File: src/ccm_map.svh
`ifndef CCM_MAP_SVH
`define CCM_MAP_SVH

// core register offsets inside every bank
`define CCM_OFS_INDIRECT_DATA_0   7'h00
`define CCM_OFS_INDIRECT_DATA_1   7'h01
`define CCM_OFS_PC_LOW            7'h02
`define CCM_OFS_CORE_STATUS       7'h03
`define CCM_OFS_POINTER0_LOW      7'h04
`define CCM_OFS_POINTER0_HIGH     7'h05
`define CCM_OFS_POINTER1_LOW      7'h06
`define CCM_OFS_POINTER1_HIGH     7'h07
`define CCM_OFS_BANK_SELECT       7'h08
`define CCM_OFS_WORKING_REGISTER  7'h09
`define CCM_OFS_PC_LATCH_HIGH     7'h0A
`define CCM_OFS_INTERRUPT_CONTROL 7'h0B

// bank layout
`define CCM_OFS_GPR_FIRST         7'h20
`define CCM_OFS_COMMON_FIRST      7'h70
`define CCM_GPR_BYTES             80
`define CCM_GPR_BANKS             2
`define CCM_COMMON_BYTES          16
`define CCM_RAM_BYTES             176

// core_status field positions
`define CCM_ST_TIMEOUT            4
`define CCM_ST_POWERDOWN          3
`define CCM_ST_ZERO               2
`define CCM_ST_DIGIT_CARRY        1
`define CCM_ST_CARRY              0

// reset values
`define CCM_RST_TIMEOUT           1'b1
`define CCM_RST_POWERDOWN         1'b1
`define CCM_RST_ARITH             1'b0
`define CCM_RST_BYTE              8'h00
`define CCM_RST_POINTER           16'h0000

// program space
`define CCM_STACK_DEPTH           5'h10
`define CCM_RESET_VEC             15'h0000
`define CCM_INT_VEC               15'h0004
`define CCM_PM_LAST_SMALL         15'h0FFF
`define CCM_PM_LAST_LARGE         15'h1FFF
`define CCM_PM_SELECT_BIT         15

`endif

File: src/ccm_pkg.sv
package ccm_pkg;
`include "ccm_map.svh"

    // arithmetic operation presented by instruction execution
    typedef enum logic [2:0] {
        CCM_ALU_NONE,
        CCM_ALU_ADD,
        CCM_ALU_SUB,
        CCM_ALU_LOGIC,
        CCM_ALU_ROT_LEFT,
        CCM_ALU_ROT_RIGHT
    } ccm_alu_op_e;

    typedef enum logic [1:0] {
        CCM_IDLE,
        CCM_PM_READ,
        CCM_PM_SKIP
    } ccm_fsm_e;

    // one file-register access
    typedef struct packed {
        logic       valid;
        logic       write;
        logic       indirect;
        logic       ptr_sel;
        logic [6:0] offset;
        logic [7:0] wdata;
    } ccm_req_s;

    // one arithmetic/logic result to flag
    typedef struct packed {
        ccm_alu_op_e op;
        logic [7:0]  a;
        logic [7:0]  b;
        logic        to_status;
    } ccm_alu_s;

    typedef struct packed {
        logic [15:0][14:0]                 stack;
        logic [4:0]                        depth;
        logic [14:0]                       pc;
        logic [7:0]                        pc_latch;
        logic [7:0]                        int_ctl;
        logic [7:0]                        working_register;
        logic [4:0]                        bank;
        logic [1:0][15:0]                  ptr;
        logic                              tmo;
        logic                              pdn;
        logic                              zero;
        logic                              dcarry;
        logic                              carry;
        logic                              ovf;
        logic                              unf;
        logic                              soft_rst;
        logic [`CCM_RAM_BYTES-1:0][7:0]    ram;
        ccm_fsm_e                          fsm;
        logic                              busy;
        logic                              pm_rd;
        logic [14:0]                       pm_addr;
        logic [7:0]                        rdata;
        logic                              rvalid;
        logic [7:0]                        alu_res;
        logic                              alu_done;
    } ccm_state_s;

endpackage

File: src/ccm_core.sv
`timescale 1ns/1ps
`include "ccm_map.svh"
// Behaviour
// - sixteen 15-bit return entries, own memory
// - overflow/underflow flags, optional soft reset
// - two 16-bit pointers reach all memory
// - program-memory indirect access costs one extra cycle
// - 15-bit pc wraps within implemented memory
// - memory ends 0FFFh small, 1FFFh large
// - reset vector 0000h, interrupt vector 0004h
// - pointer high bit 7 selects program memory
// - program word read gives low eight bits
// - indirect writes never change program memory
// - data memory is 32 banks of 128
// - core, special, general and common areas
// - direct accesses use the bank register
// - unimplemented data locations read zero
// - 12-bit address, bank above, offset below
// - core registers at offsets 00h to 0Bh
// - flag-updating write to status keeps computed flags
// - timeout and powerdown flags are read-only
// - status layout, upper three bits zero
// - watchdog, sleep and power-up steer timeout/powerdown
// - zero on zero result, digit carry bit 3
// - carry from msb, inverted borrow, rotates
module ccm_core #(
    parameter bit LARGE_VARIANT = 1'b0
) (
    // clock and reset
    input  wire logic               clk_sys,
    input  wire logic               arst_n,
    input  wire logic               clk_en,
    // file-register access
    input  wire ccm_pkg::ccm_req_s  req,
    output logic [7:0]              rd_data,
    output logic                    rd_valid,
    output logic                    busy,
    // program memory read port
    output logic                    pm_rd,
    output logic [14:0]             pm_addr,
    input  wire logic [13:0]        pm_rdata,
    // arithmetic flags
    input  wire ccm_pkg::ccm_alu_s  alu,
    output logic [7:0]              alu_result,
    output logic                    alu_done,
    // program flow
    input  wire logic               step,
    input  wire logic               jump_valid,
    input  wire logic               call_valid,
    input  wire logic [14:0]        target_addr,
    input  wire logic               ret_valid,
    input  wire logic               int_take,
    output logic [14:0]             pc,
    output logic [4:0]              stack_depth,
    // power control
    input  wire logic               stack_reset_en,
    input  wire logic [1:0]         stack_flags_clr,
    input  wire logic               watchdog_clear_instr,
    input  wire logic               sleep_exec,
    input  wire logic               watchdog_timeout,
    output logic                    stack_overflow_flag,
    output logic                    stack_underflow_flag,
    output logic                    soft_reset,
    output logic [7:0]              core_status
);
    localparam logic [14:0] PM_LAST = LARGE_VARIANT ? `CCM_PM_LAST_LARGE : `CCM_PM_LAST_SMALL;
    ccm_pkg::ccm_state_s s;
    ccm_pkg::ccm_state_s n;
    logic [15:0] ind_ptr;
    logic        to_pm;
    logic [4:0]  acc_bank;
    logic [6:0]  acc_ofs;
    logic [8:0]  acc_slot;
    logic        take;
    ////////////////////////////////////////////////////////////////////////////////
    // helpers
    // wrap any address into the implemented program space
    function automatic logic [14:0] pm_wrap(input logic [14:0] a);
        return a & PM_LAST;
    endfunction
    // bit 8 flags a backed byte, bits 7:0 index the ram array
    function automatic logic [8:0] ram_slot(input logic [4:0] bnk, input logic [6:0] ofs);
        logic [8:0] r;
        r = 9'h000;
        if (ofs >= `CCM_OFS_COMMON_FIRST) begin
            // common bytes shared by every bank
            r = {1'b1, 8'(`CCM_GPR_BANKS * `CCM_GPR_BYTES) + 8'(ofs - `CCM_OFS_COMMON_FIRST)};
        end else if (ofs >= `CCM_OFS_GPR_FIRST && bnk < 5'(`CCM_GPR_BANKS)) begin
            r = {1'b1, 8'(bnk) * 8'(`CCM_GPR_BYTES) + 8'(ofs - `CCM_OFS_GPR_FIRST)};
        end
        return r;
    endfunction
    ////////////////////////////////////////////////////////////////////////////////
    // address resolution
    // pointer address: bank in 11:7, offset in 6:0
    assign ind_ptr  = s.ptr[req.ptr_sel];
    assign to_pm    = req.indirect & ind_ptr[`CCM_PM_SELECT_BIT];
    assign acc_bank = req.indirect ? ind_ptr[11:7] : s.bank;
    assign acc_ofs  = req.indirect ? ind_ptr[6:0] : req.offset;
    assign acc_slot = ram_slot(acc_bank, acc_ofs);
    assign take     = clk_en & req.valid & (s.fsm == ccm_pkg::CCM_IDLE);
    ////////////////////////////////////////////////////////////////////////////////
    // next state
    always_comb begin
        logic       do_rst;
        logic [8:0] sum9;
        logic [4:0] nib5;
        logic [7:0] res;
        logic [2:0] fmask;
        logic [2:0] fval;
        logic [7:0] rd;
        logic [14:0] pc_inc;
        do_rst = 1'b0;
        sum9   = 9'h000;
        nib5   = 5'h00;
        res    = 8'h00;
        fmask  = 3'h0;
        fval   = 3'h0;
        rd     = 8'h00;
        pc_inc = pm_wrap(s.pc + 15'h0001);
        n      = s;
        if (clk_en) begin
            n.rvalid   = 1'b0;
            n.soft_rst = 1'b0;
            n.alu_done = 1'b0;
            // sticky stack flags: software clear first so a same-cycle event wins
            n.ovf = s.ovf & ~stack_flags_clr[0];
            n.unf = s.unf & ~stack_flags_clr[1];
            // second cycle of a program-memory indirect access
            case (s.fsm)
                ccm_pkg::CCM_IDLE: begin
                    n.fsm = ccm_pkg::CCM_IDLE;
                end
                ccm_pkg::CCM_PM_READ: begin
                    n.rdata  = pm_rdata[7:0];
                    n.rvalid = 1'b1;
                    n.pm_rd  = 1'b0;
                    n.busy   = 1'b0;
                    n.fsm    = ccm_pkg::CCM_IDLE;
                end
                ccm_pkg::CCM_PM_SKIP: begin
                    n.busy = 1'b0;
                    n.fsm  = ccm_pkg::CCM_IDLE;
                end
                default: begin
                    n.fsm = ccm_pkg::CCM_IDLE;
                end
            endcase
            // return stack and program counter, interrupt before call
            if (int_take || call_valid) begin
                if (s.depth == `CCM_STACK_DEPTH) begin
                    n.ovf  = 1'b1;
                    do_rst = stack_reset_en;
                end else begin
                    n.stack[s.depth[3:0]] = int_take ? s.pc : pc_inc;
                    n.depth = s.depth + 5'h01;
                    n.pc    = int_take ? `CCM_INT_VEC : pm_wrap(target_addr);
                end
            end else if (ret_valid) begin
                if (s.depth == 5'h00) begin
                    n.unf  = 1'b1;
                    do_rst = stack_reset_en;
                    n.pc   = pc_inc;
                end else begin
                    n.depth = s.depth - 5'h01;
                    n.pc    = s.stack[4'(s.depth - 5'h01)];
                end
            end else if (jump_valid) begin
                n.pc = pm_wrap(target_addr);
            end else if (step) begin
                n.pc = pc_inc;
            end
            // file-register access
            if (take && to_pm) begin
                // extra cycle; writes never reach program memory
                n.busy    = 1'b1;
                n.pm_addr = pm_wrap(ind_ptr[14:0]);
                n.pm_rd   = ~req.write;
                n.fsm     = req.write ? ccm_pkg::CCM_PM_SKIP : ccm_pkg::CCM_PM_READ;
            end else if (take) begin
                // core registers sit at the bottom of every bank
                case (acc_ofs)
                    `CCM_OFS_PC_LOW:            rd = s.pc[7:0];
                    `CCM_OFS_CORE_STATUS:       rd = {3'h0, s.tmo, s.pdn, s.zero, s.dcarry,
                                                      s.carry};
                    `CCM_OFS_POINTER0_LOW:      rd = s.ptr[0][7:0];
                    `CCM_OFS_POINTER0_HIGH:     rd = s.ptr[0][15:8];
                    `CCM_OFS_POINTER1_LOW:      rd = s.ptr[1][7:0];
                    `CCM_OFS_POINTER1_HIGH:     rd = s.ptr[1][15:8];
                    `CCM_OFS_BANK_SELECT:       rd = {3'h0, s.bank};
                    `CCM_OFS_WORKING_REGISTER:  rd = s.working_register;
                    `CCM_OFS_PC_LATCH_HIGH:     rd = s.pc_latch;
                    `CCM_OFS_INTERRUPT_CONTROL: rd = s.int_ctl;
                    default:                    rd = acc_slot[8] ? s.ram[acc_slot[7:0]] : 8'h00;
                endcase
                if (req.write) begin
                    case (acc_ofs)
                        `CCM_OFS_PC_LOW: n.pc = pm_wrap({s.pc_latch[6:0], req.wdata});
                        `CCM_OFS_CORE_STATUS: begin
                            // timeout and powerdown are not writable
                            n.zero   = req.wdata[`CCM_ST_ZERO];
                            n.dcarry = req.wdata[`CCM_ST_DIGIT_CARRY];
                            n.carry  = req.wdata[`CCM_ST_CARRY];
                        end
                        `CCM_OFS_POINTER0_LOW:      n.ptr[0][7:0]  = req.wdata;
                        `CCM_OFS_POINTER0_HIGH:     n.ptr[0][15:8] = req.wdata;
                        `CCM_OFS_POINTER1_LOW:      n.ptr[1][7:0]  = req.wdata;
                        `CCM_OFS_POINTER1_HIGH:     n.ptr[1][15:8] = req.wdata;
                        `CCM_OFS_BANK_SELECT:       n.bank = req.wdata[4:0];
                        `CCM_OFS_WORKING_REGISTER:  n.working_register = req.wdata;
                        `CCM_OFS_PC_LATCH_HIGH:     n.pc_latch = req.wdata;
                        `CCM_OFS_INTERRUPT_CONTROL: n.int_ctl = req.wdata;
                        default: begin
                            if (acc_slot[8]) begin
                                n.ram[acc_slot[7:0]] = req.wdata;
                            end
                        end
                    endcase
                end else begin
                    n.rdata  = rd;
                    n.rvalid = 1'b1;
                end
            end
            // flags from the arithmetic result; fmask/fval order is zero, dc, carry
            case (alu.op)
                ccm_pkg::CCM_ALU_ADD: begin
                    sum9  = {1'b0, alu.a} + {1'b0, alu.b};
                    nib5  = {1'b0, alu.a[3:0]} + {1'b0, alu.b[3:0]};
                    res   = sum9[7:0];
                    fmask = 3'h7;
                    fval  = {res == 8'h00, nib5[4], sum9[8]};
                end
                ccm_pkg::CCM_ALU_SUB: begin
                    // two's complement add, so carries read as inverted borrows
                    sum9  = {1'b0, alu.a} + {1'b0, ~alu.b} + 9'h001;
                    nib5  = {1'b0, alu.a[3:0]} + {1'b0, ~alu.b[3:0]} + 5'h01;
                    res   = sum9[7:0];
                    fmask = 3'h7;
                    fval  = {res == 8'h00, nib5[4], sum9[8]};
                end
                ccm_pkg::CCM_ALU_LOGIC: begin
                    res   = alu.b;
                    fmask = 3'h4;
                    fval  = {res == 8'h00, 2'h0};
                end
                ccm_pkg::CCM_ALU_ROT_LEFT: begin
                    res   = {alu.a[6:0], s.carry};
                    fmask = 3'h1;
                    fval  = {2'h0, alu.a[7]};
                end
                ccm_pkg::CCM_ALU_ROT_RIGHT: begin
                    res   = {s.carry, alu.a[7:1]};
                    fmask = 3'h1;
                    fval  = {2'h0, alu.a[0]};
                end
                default: begin
                    res   = 8'h00;
                    fmask = 3'h0;
                end
            endcase
            if (alu.op != ccm_pkg::CCM_ALU_NONE) begin
                n.alu_res  = res;
                n.alu_done = 1'b1;
                if (alu.to_status) begin
                    // result lands only in the flags the operation does not own
                    n.zero   = res[`CCM_ST_ZERO];
                    n.dcarry = res[`CCM_ST_DIGIT_CARRY];
                    n.carry  = res[`CCM_ST_CARRY];
                end
                n.zero   = fmask[2] ? fval[2] : n.zero;
                n.dcarry = fmask[1] ? fval[1] : n.dcarry;
                n.carry  = fmask[0] ? fval[0] : n.carry;
            end
            // reset-status flags; a time-out overrides the instructions
            if (watchdog_clear_instr) begin
                n.tmo = 1'b1;
                n.pdn = 1'b1;
            end else if (sleep_exec) begin
                n.tmo = 1'b1;
                n.pdn = 1'b0;
            end
            if (watchdog_timeout) begin
                n.tmo = 1'b0;
            end
            // soft reset restarts flow but keeps the flags readable
            if (do_rst) begin
                n.pc       = `CCM_RESET_VEC;
                n.depth    = 5'h00;
                n.fsm      = ccm_pkg::CCM_IDLE;
                n.busy     = 1'b0;
                n.pm_rd    = 1'b0;
                n.rvalid   = 1'b0;
                n.soft_rst = 1'b1;
            end
        end
    end

    ////////////////////////////////////////////////////////////////////////////////
    // state register; ram content is left zeroed at power-on for determinism
    always_ff @(posedge clk_sys or negedge arst_n) begin
        if (!arst_n) begin
            s          <= '0;
            s.pc       <= `CCM_RESET_VEC;
            s.tmo      <= `CCM_RST_TIMEOUT;
            s.pdn      <= `CCM_RST_POWERDOWN;
            s.zero     <= `CCM_RST_ARITH;
            s.dcarry   <= `CCM_RST_ARITH;
            s.carry    <= `CCM_RST_ARITH;
            s.ptr      <= {`CCM_RST_POINTER, `CCM_RST_POINTER};
            s.working_register     <= `CCM_RST_BYTE;
            s.fsm      <= ccm_pkg::CCM_IDLE;
        end else begin
            s <= n;
        end
    end

    ////////////////////////////////////////////////////////////////////////////////
    // outputs
    assign rd_data              = s.rdata;
    assign rd_valid             = s.rvalid;
    assign busy                 = s.busy;
    assign pm_rd                = s.pm_rd;
    assign pm_addr              = s.pm_addr;
    assign alu_result           = s.alu_res;
    assign alu_done             = s.alu_done;
    assign pc                   = s.pc;
    assign stack_depth          = s.depth;
    assign stack_overflow_flag  = s.ovf;
    assign stack_underflow_flag = s.unf;
    assign soft_reset           = s.soft_rst;
    assign core_status          = {3'h0, s.tmo, s.pdn, s.zero, s.dcarry, s.carry};
endmodule

File: config.mk
export PLATFORM = sky130hd
export DESIGN_NAME = ccm_core
export DESIGN_NICKNAME = d
export VERILOG_FILES = /design/src/ccm_pkg.sv /design/src/ccm_core.sv
export VERILOG_INCLUDE_DIRS = /design/src /design/src/src
export SDC_FILE = /design/constraint.sdc
export NUM_CORES = 2
export LEC_CHECK = 0
export ABC_AREA = 1
export BUFFER_PORTS_ARGS = -buffer_cell sky130_fd_sc_hd__clkbuf_2
export CORE_AREA = 4 4 423 425
export DETAILED_ROUTE_END_ITERATION = 12
export DIE_AREA = 0 0 427 429
export PLACE_DENSITY = 0.73
export SLEW_MARGIN = 20
export SYNTH_ARGS = -nofsm -noshare
export SYNTH_HDL_FRONTEND = slang
export SYNTH_SLANG_ARGS = --single-unit
File: constraint.sdc
create_clock -name clk_sys -period 6.67 [get_ports clk_sys]
set_input_delay 0 -clock clk_sys [delete_from_list [all_inputs] [get_ports clk_sys]]
set_output_delay 0 -clock clk_sys [all_outputs]
set_load 0.005 [all_outputs]
==> impl_results.md <==
- Worst R2R Path Depth: 24
- Commonest non-fill, non-tap cells in the layout: nand2_1, o21ai_0, dfrtp_1
- Fin. max-slew vios: 0
- WP depth: 24
- Critical path's top delay family: simple AND/OR/NAND/NOR gates
- Clock Skews: 0.04418 ns
- Power Density: 296.0 mW/mm^2
- Clock Power Share: 37.4%
- CP Buf/Inv Count: 4
- Ys flop type: dfrtp_1
- Crit start category: register
- CP Class: reg -> reg
- I/O pins: 148
- Worst path most repeated cell: nand2_1
- CP Capture Type: register
- Most common cell after layout, fill and taps aside: nand2_1
- Worst setup margin: ~0.7 ns
- Initial Util: 47.78%
- Fmax: 167.7 MHz
- DP Worst Slack: 1.508 ns
- Worst-margin pin slew: 1.126 ns
- Max_slew headroom: 24.86%
- Core area: 0.1753 mm^2
- Max VDD drop: between 200 and 300 uV
- Pleak: between 40 and 50 nW
- Register area: 0.04432 mm^2
- Total CTS buffers: 183
- Slowest CP cell: nand2_4
- Post-Syn Instances: 10310
- Combinational Power Share: 19.0%
- Share of layout cells above drive strength 1: 7.169%
- Synth Register Bits: 1771
- Die Area: roughly 0.18 mm^2
- Crit path max fanout: 79
- CP arrival: 6.73 ns
- Post-synthesis sequential area ratio: 52.90%
- Clock root cell: clkbuf_16
- GRT overflow: 0
- NumNets Final: 10210
- Pint: 18.85 mW
- Critical Path, Cell by Cell: nand2_1 > o21ai_1 > o21ai_2 > inv_1 > ha_1 > inv_1 > nor2_1 > a21oi_4 > nand2_8 > nand2_4 > buf_12 > o21ai_0 > o21ai_0 > nand2_1 > nor2_1 > nor2_1 > nor2_1 > nand2_1 > nor2_1 > nand3_1 > nand2_1 > nand2_1 > dlygate4sd3_1 > nand2_1
- Switching Fraction: 31.16%
- Synthesized cell area: approximately 0.084 mm^2
- Sequential share of power: between 40% and 50%
- Unrepaired setup endpoints after global routing: false
- Port bufs: 132
- Hold Crit Class: in -> reg
- Initial DRC count: ~8900
- ANT nets after route: 0
- WL/cell: 20.69 um
- Delay of the slowest cell on the worst path: 0.56 ns
- Cell row count: about 150
- Clk Latency, worst-skew pair: 0.83 ns
- Syn-to-layout area delta: 10.39%
- Final Hold Fails: 0
- Clk pin slew, worst setup/hold paths: 0.06 ns
- Synth cell types: 64
- CP Data Required Time: approximately 7.4 ns
- CTS tree: built
- Setup Viol. Count Final: 0
- Largest net degree at the start of global routing: 178
- Avg Inst Size Synth: 8.130 um^2
- Initial antenna violation count: 6
- Vias in the first global route: 68410
- Ys async rst share: 100.0%
- Synth warn: 0
- Fillcell total: about 16000
- Multi-input gate area in the final layout: 0.03371 mm^2
- HPWL after detailed placement: 156.1 mm
- Number of synthesized flops with an enable pin: 0
- GRT Total Usage: about 28%
- # H-tree levels: 4
- Tmin final: 5.962 ns
- GP Congestion: about 0.94
- Max Cap Viol: 0
- Outcome: completed
- DR pass1 iterations: 9
- Vias post-DR: 72670
- Die W: 427 um
- CTS Sinks: roughly 1800
- DIE HEIGHT: between 400 and 500 um
- Part of the cycle the worst path needs: 89.39%
- CTS Buffer Depth: 3
- First-pass GRT wire length: slightly above 400 mm
- P_sw: ~8.5 mW
- Final TNS setup: 0 ns
- DRC: 0
- Vias per cell: 5.776
- Final WL: between 200 and 300 mm
- Hold path cells: 6
-- state kept, by name, summed over array words and instances, names as in the netlist, 5 cells and up --
signal / count
pc: 15
rd_data: 8
stack_depth: 5
alu_result: 8
core_status: 5
pm_addr: 12
s: 1711
-- Yosys cell counts, types with 5 or more instances --
| cell type | n | area (um^2) |
|---|---|---|
| o21ai_1 | 189 | 945.9 |
| ha_1 | 33 | 412.9 |
| o21ai_0 | 2386 | 11940 |
| buf_1 | 23 | 86.33 |
| buf_4 | 89 | 668.1 |
| and2_0 | 6 | 37.54 |
| buf_2 | 196 | 980.9 |
| nand2_2 | 87 | 544.3 |
| a221oi_1 | 31 | 271.5 |
| nor2_4 | 9 | 101.4 |
| o311ai_0 | 18 | 157.7 |
| a22oi_1 | 13 | 97.59 |
| nor2_2 | 6 | 37.54 |
| o22ai_1 | 82 | 513.0 |
| o31ai_1 | 5 | 37.54 |
| nand3_1 | 121 | 605.6 |
| xnor2_1 | 9 | 78.83 |
| inv_1 | 591 | 2218 |
| a21oi_1 | 174 | 870.8 |
| a211oi_1 | 14 | 105.1 |
| nand3b_1 | 352 | 2643 |
| nand4_1 | 20 | 125.1 |
| o21a_1 | 5 | 37.54 |
| buf_6 | 8 | 90.09 |
| o211ai_1 | 9 | 67.56 |
| inv_2 | 20 | 75.07 |
| nor2_1 | 505 | 1896 |
| nand2_1 | 2946 | 11060 |
| clkinv_1 | 10 | 37.54 |
| dfrtp_1 | 1769 | 44270 |
| o2111ai_1 | 7 | 61.31 |
| nor3_1 | 18 | 90.09 |
| xor2_1 | 22 | 192.7 |
| clkbuf_1 | 466 | 1749 |
| or2_2 | 8 | 50.05 |
| o221ai_1 | 9 | 78.83 |
-- worst register-to-register path: stages, from the launching register on --
cell           delay (ns)
dfrtp_1              0.41
nand2_1              0.07
o21ai_1              0.10
o21ai_2              0.35
inv_1                0.12
ha_1                 0.20
inv_1                0.05
nor2_1               0.06
a21oi_4              0.30
nand2_8              0.37
nand2_4              0.58
buf_12               0.43
o21ai_0              0.20
o21ai_0              0.41
nand2_1              0.10
nor2_1               0.19
nor2_1               0.17
nor2_1               0.25
nand2_1              0.08
nor2_1               0.23
nand3_1              0.35
nand2_1              0.22
nand2_1              0.06
dlygate4sd3_1        0.56
nand2_1              0.06
-- metrics by stage --
step / util (%) / total power, mW / cells / cell area [um^2] / hold slack (ns)
CTS: 52.72 / 27.37 / 12580 / 92440 / 0.002840
finish: 52.75 / 27.38 / 12580 / 92490 / 0.07651
detailed placement: 48.72 / 17.10 / 12150 / 85420 / 0.04779
global placement: 48.71 / 16.99 / 12150 / 85410 / 0.04602
global route: 52.74 / 28.53 / 12580 / 92480 / 0.07114
floorplan: - / 15.20 / 10310 / 83800 / -0.2956
-- layer usage --
metal	up-vias	global-route usage (%)	part of all wire, %
li1	33290	-	-
met1	35170	38.32	41
met2	3579	42.73	45
met3	630	6.129	9.9
met4	4	11.80	4.4
met5	-	0	0.0092
-- path summary, 6_finish.rpt --
path,from,end,slack [ns]
max,s[1473],rd_data[5],0.71
min,alu[18],alu_result[6],0.08
max reg2reg,s[1473],rd_data[5],0.71
min reg2reg,s[1747],s[1747],0.47
max in group asynchronous,arst_n,s[1120],4.79
min in group asynchronous,arst_n,s[1275],0.52
-- final cells by class --
class | instances | area share (%)
sequential | 1771 | 47.92
multi-input combinational | 7136 | 36.45
clock buffer | 286 | 5.905
timing repair buffer | 377 | 3.379
tap | 2340 | 3.166
inverter | 621 | 2.564
clock inverter | 48 | 0.6061
antenna | 3 | 0.008117
-- cells by family (layout without fill, tap and decap cells) --
logic type,count (synthesis),count (layout),synth area share (%)
adder cells (fa/ha/maj),36,36,0.5645
flip-flops,1771,1771,52.90
buffers and inverters,1404,1332,7.055
multiplexers,1,1,0.01344
AO/OA/AOI/OAI,2965,2965,18.38
other,1,9,0.004476
XOR/XNOR,31,31,0.3241
AND/OR/NAND/NOR,4097,4097,20.76
-- power by group through the flow --
| stage | clock network (mW) | logic [mW] | registers (mW) |
|---|---|---|---|
| finish | 10.2 | 5.21 | 11.9 |
| CTS | 10.3 | 5.12 | 11.9 |
| global route | 10.8 | 5.75 | 12.0 |
| detailed placement | 0 | 5.00 | 12.1 |
| floorplan | 0 | 3.28 | 11.9 |
| global placement | 0 | 4.92 | 12.1 |
-- repair_timing --
| action | in CTS | in global routing |
|---|---|---|
| endpoints found under the hold margin | 1070 | 17 |
| resized for setup | 0 | 0 |
| setup buffers | 0 | 0 |
| setup endpoints to repair | 0 | 0 |
| hold buffers | 98 | 1 |
Power figures use the tool's default switching activity.
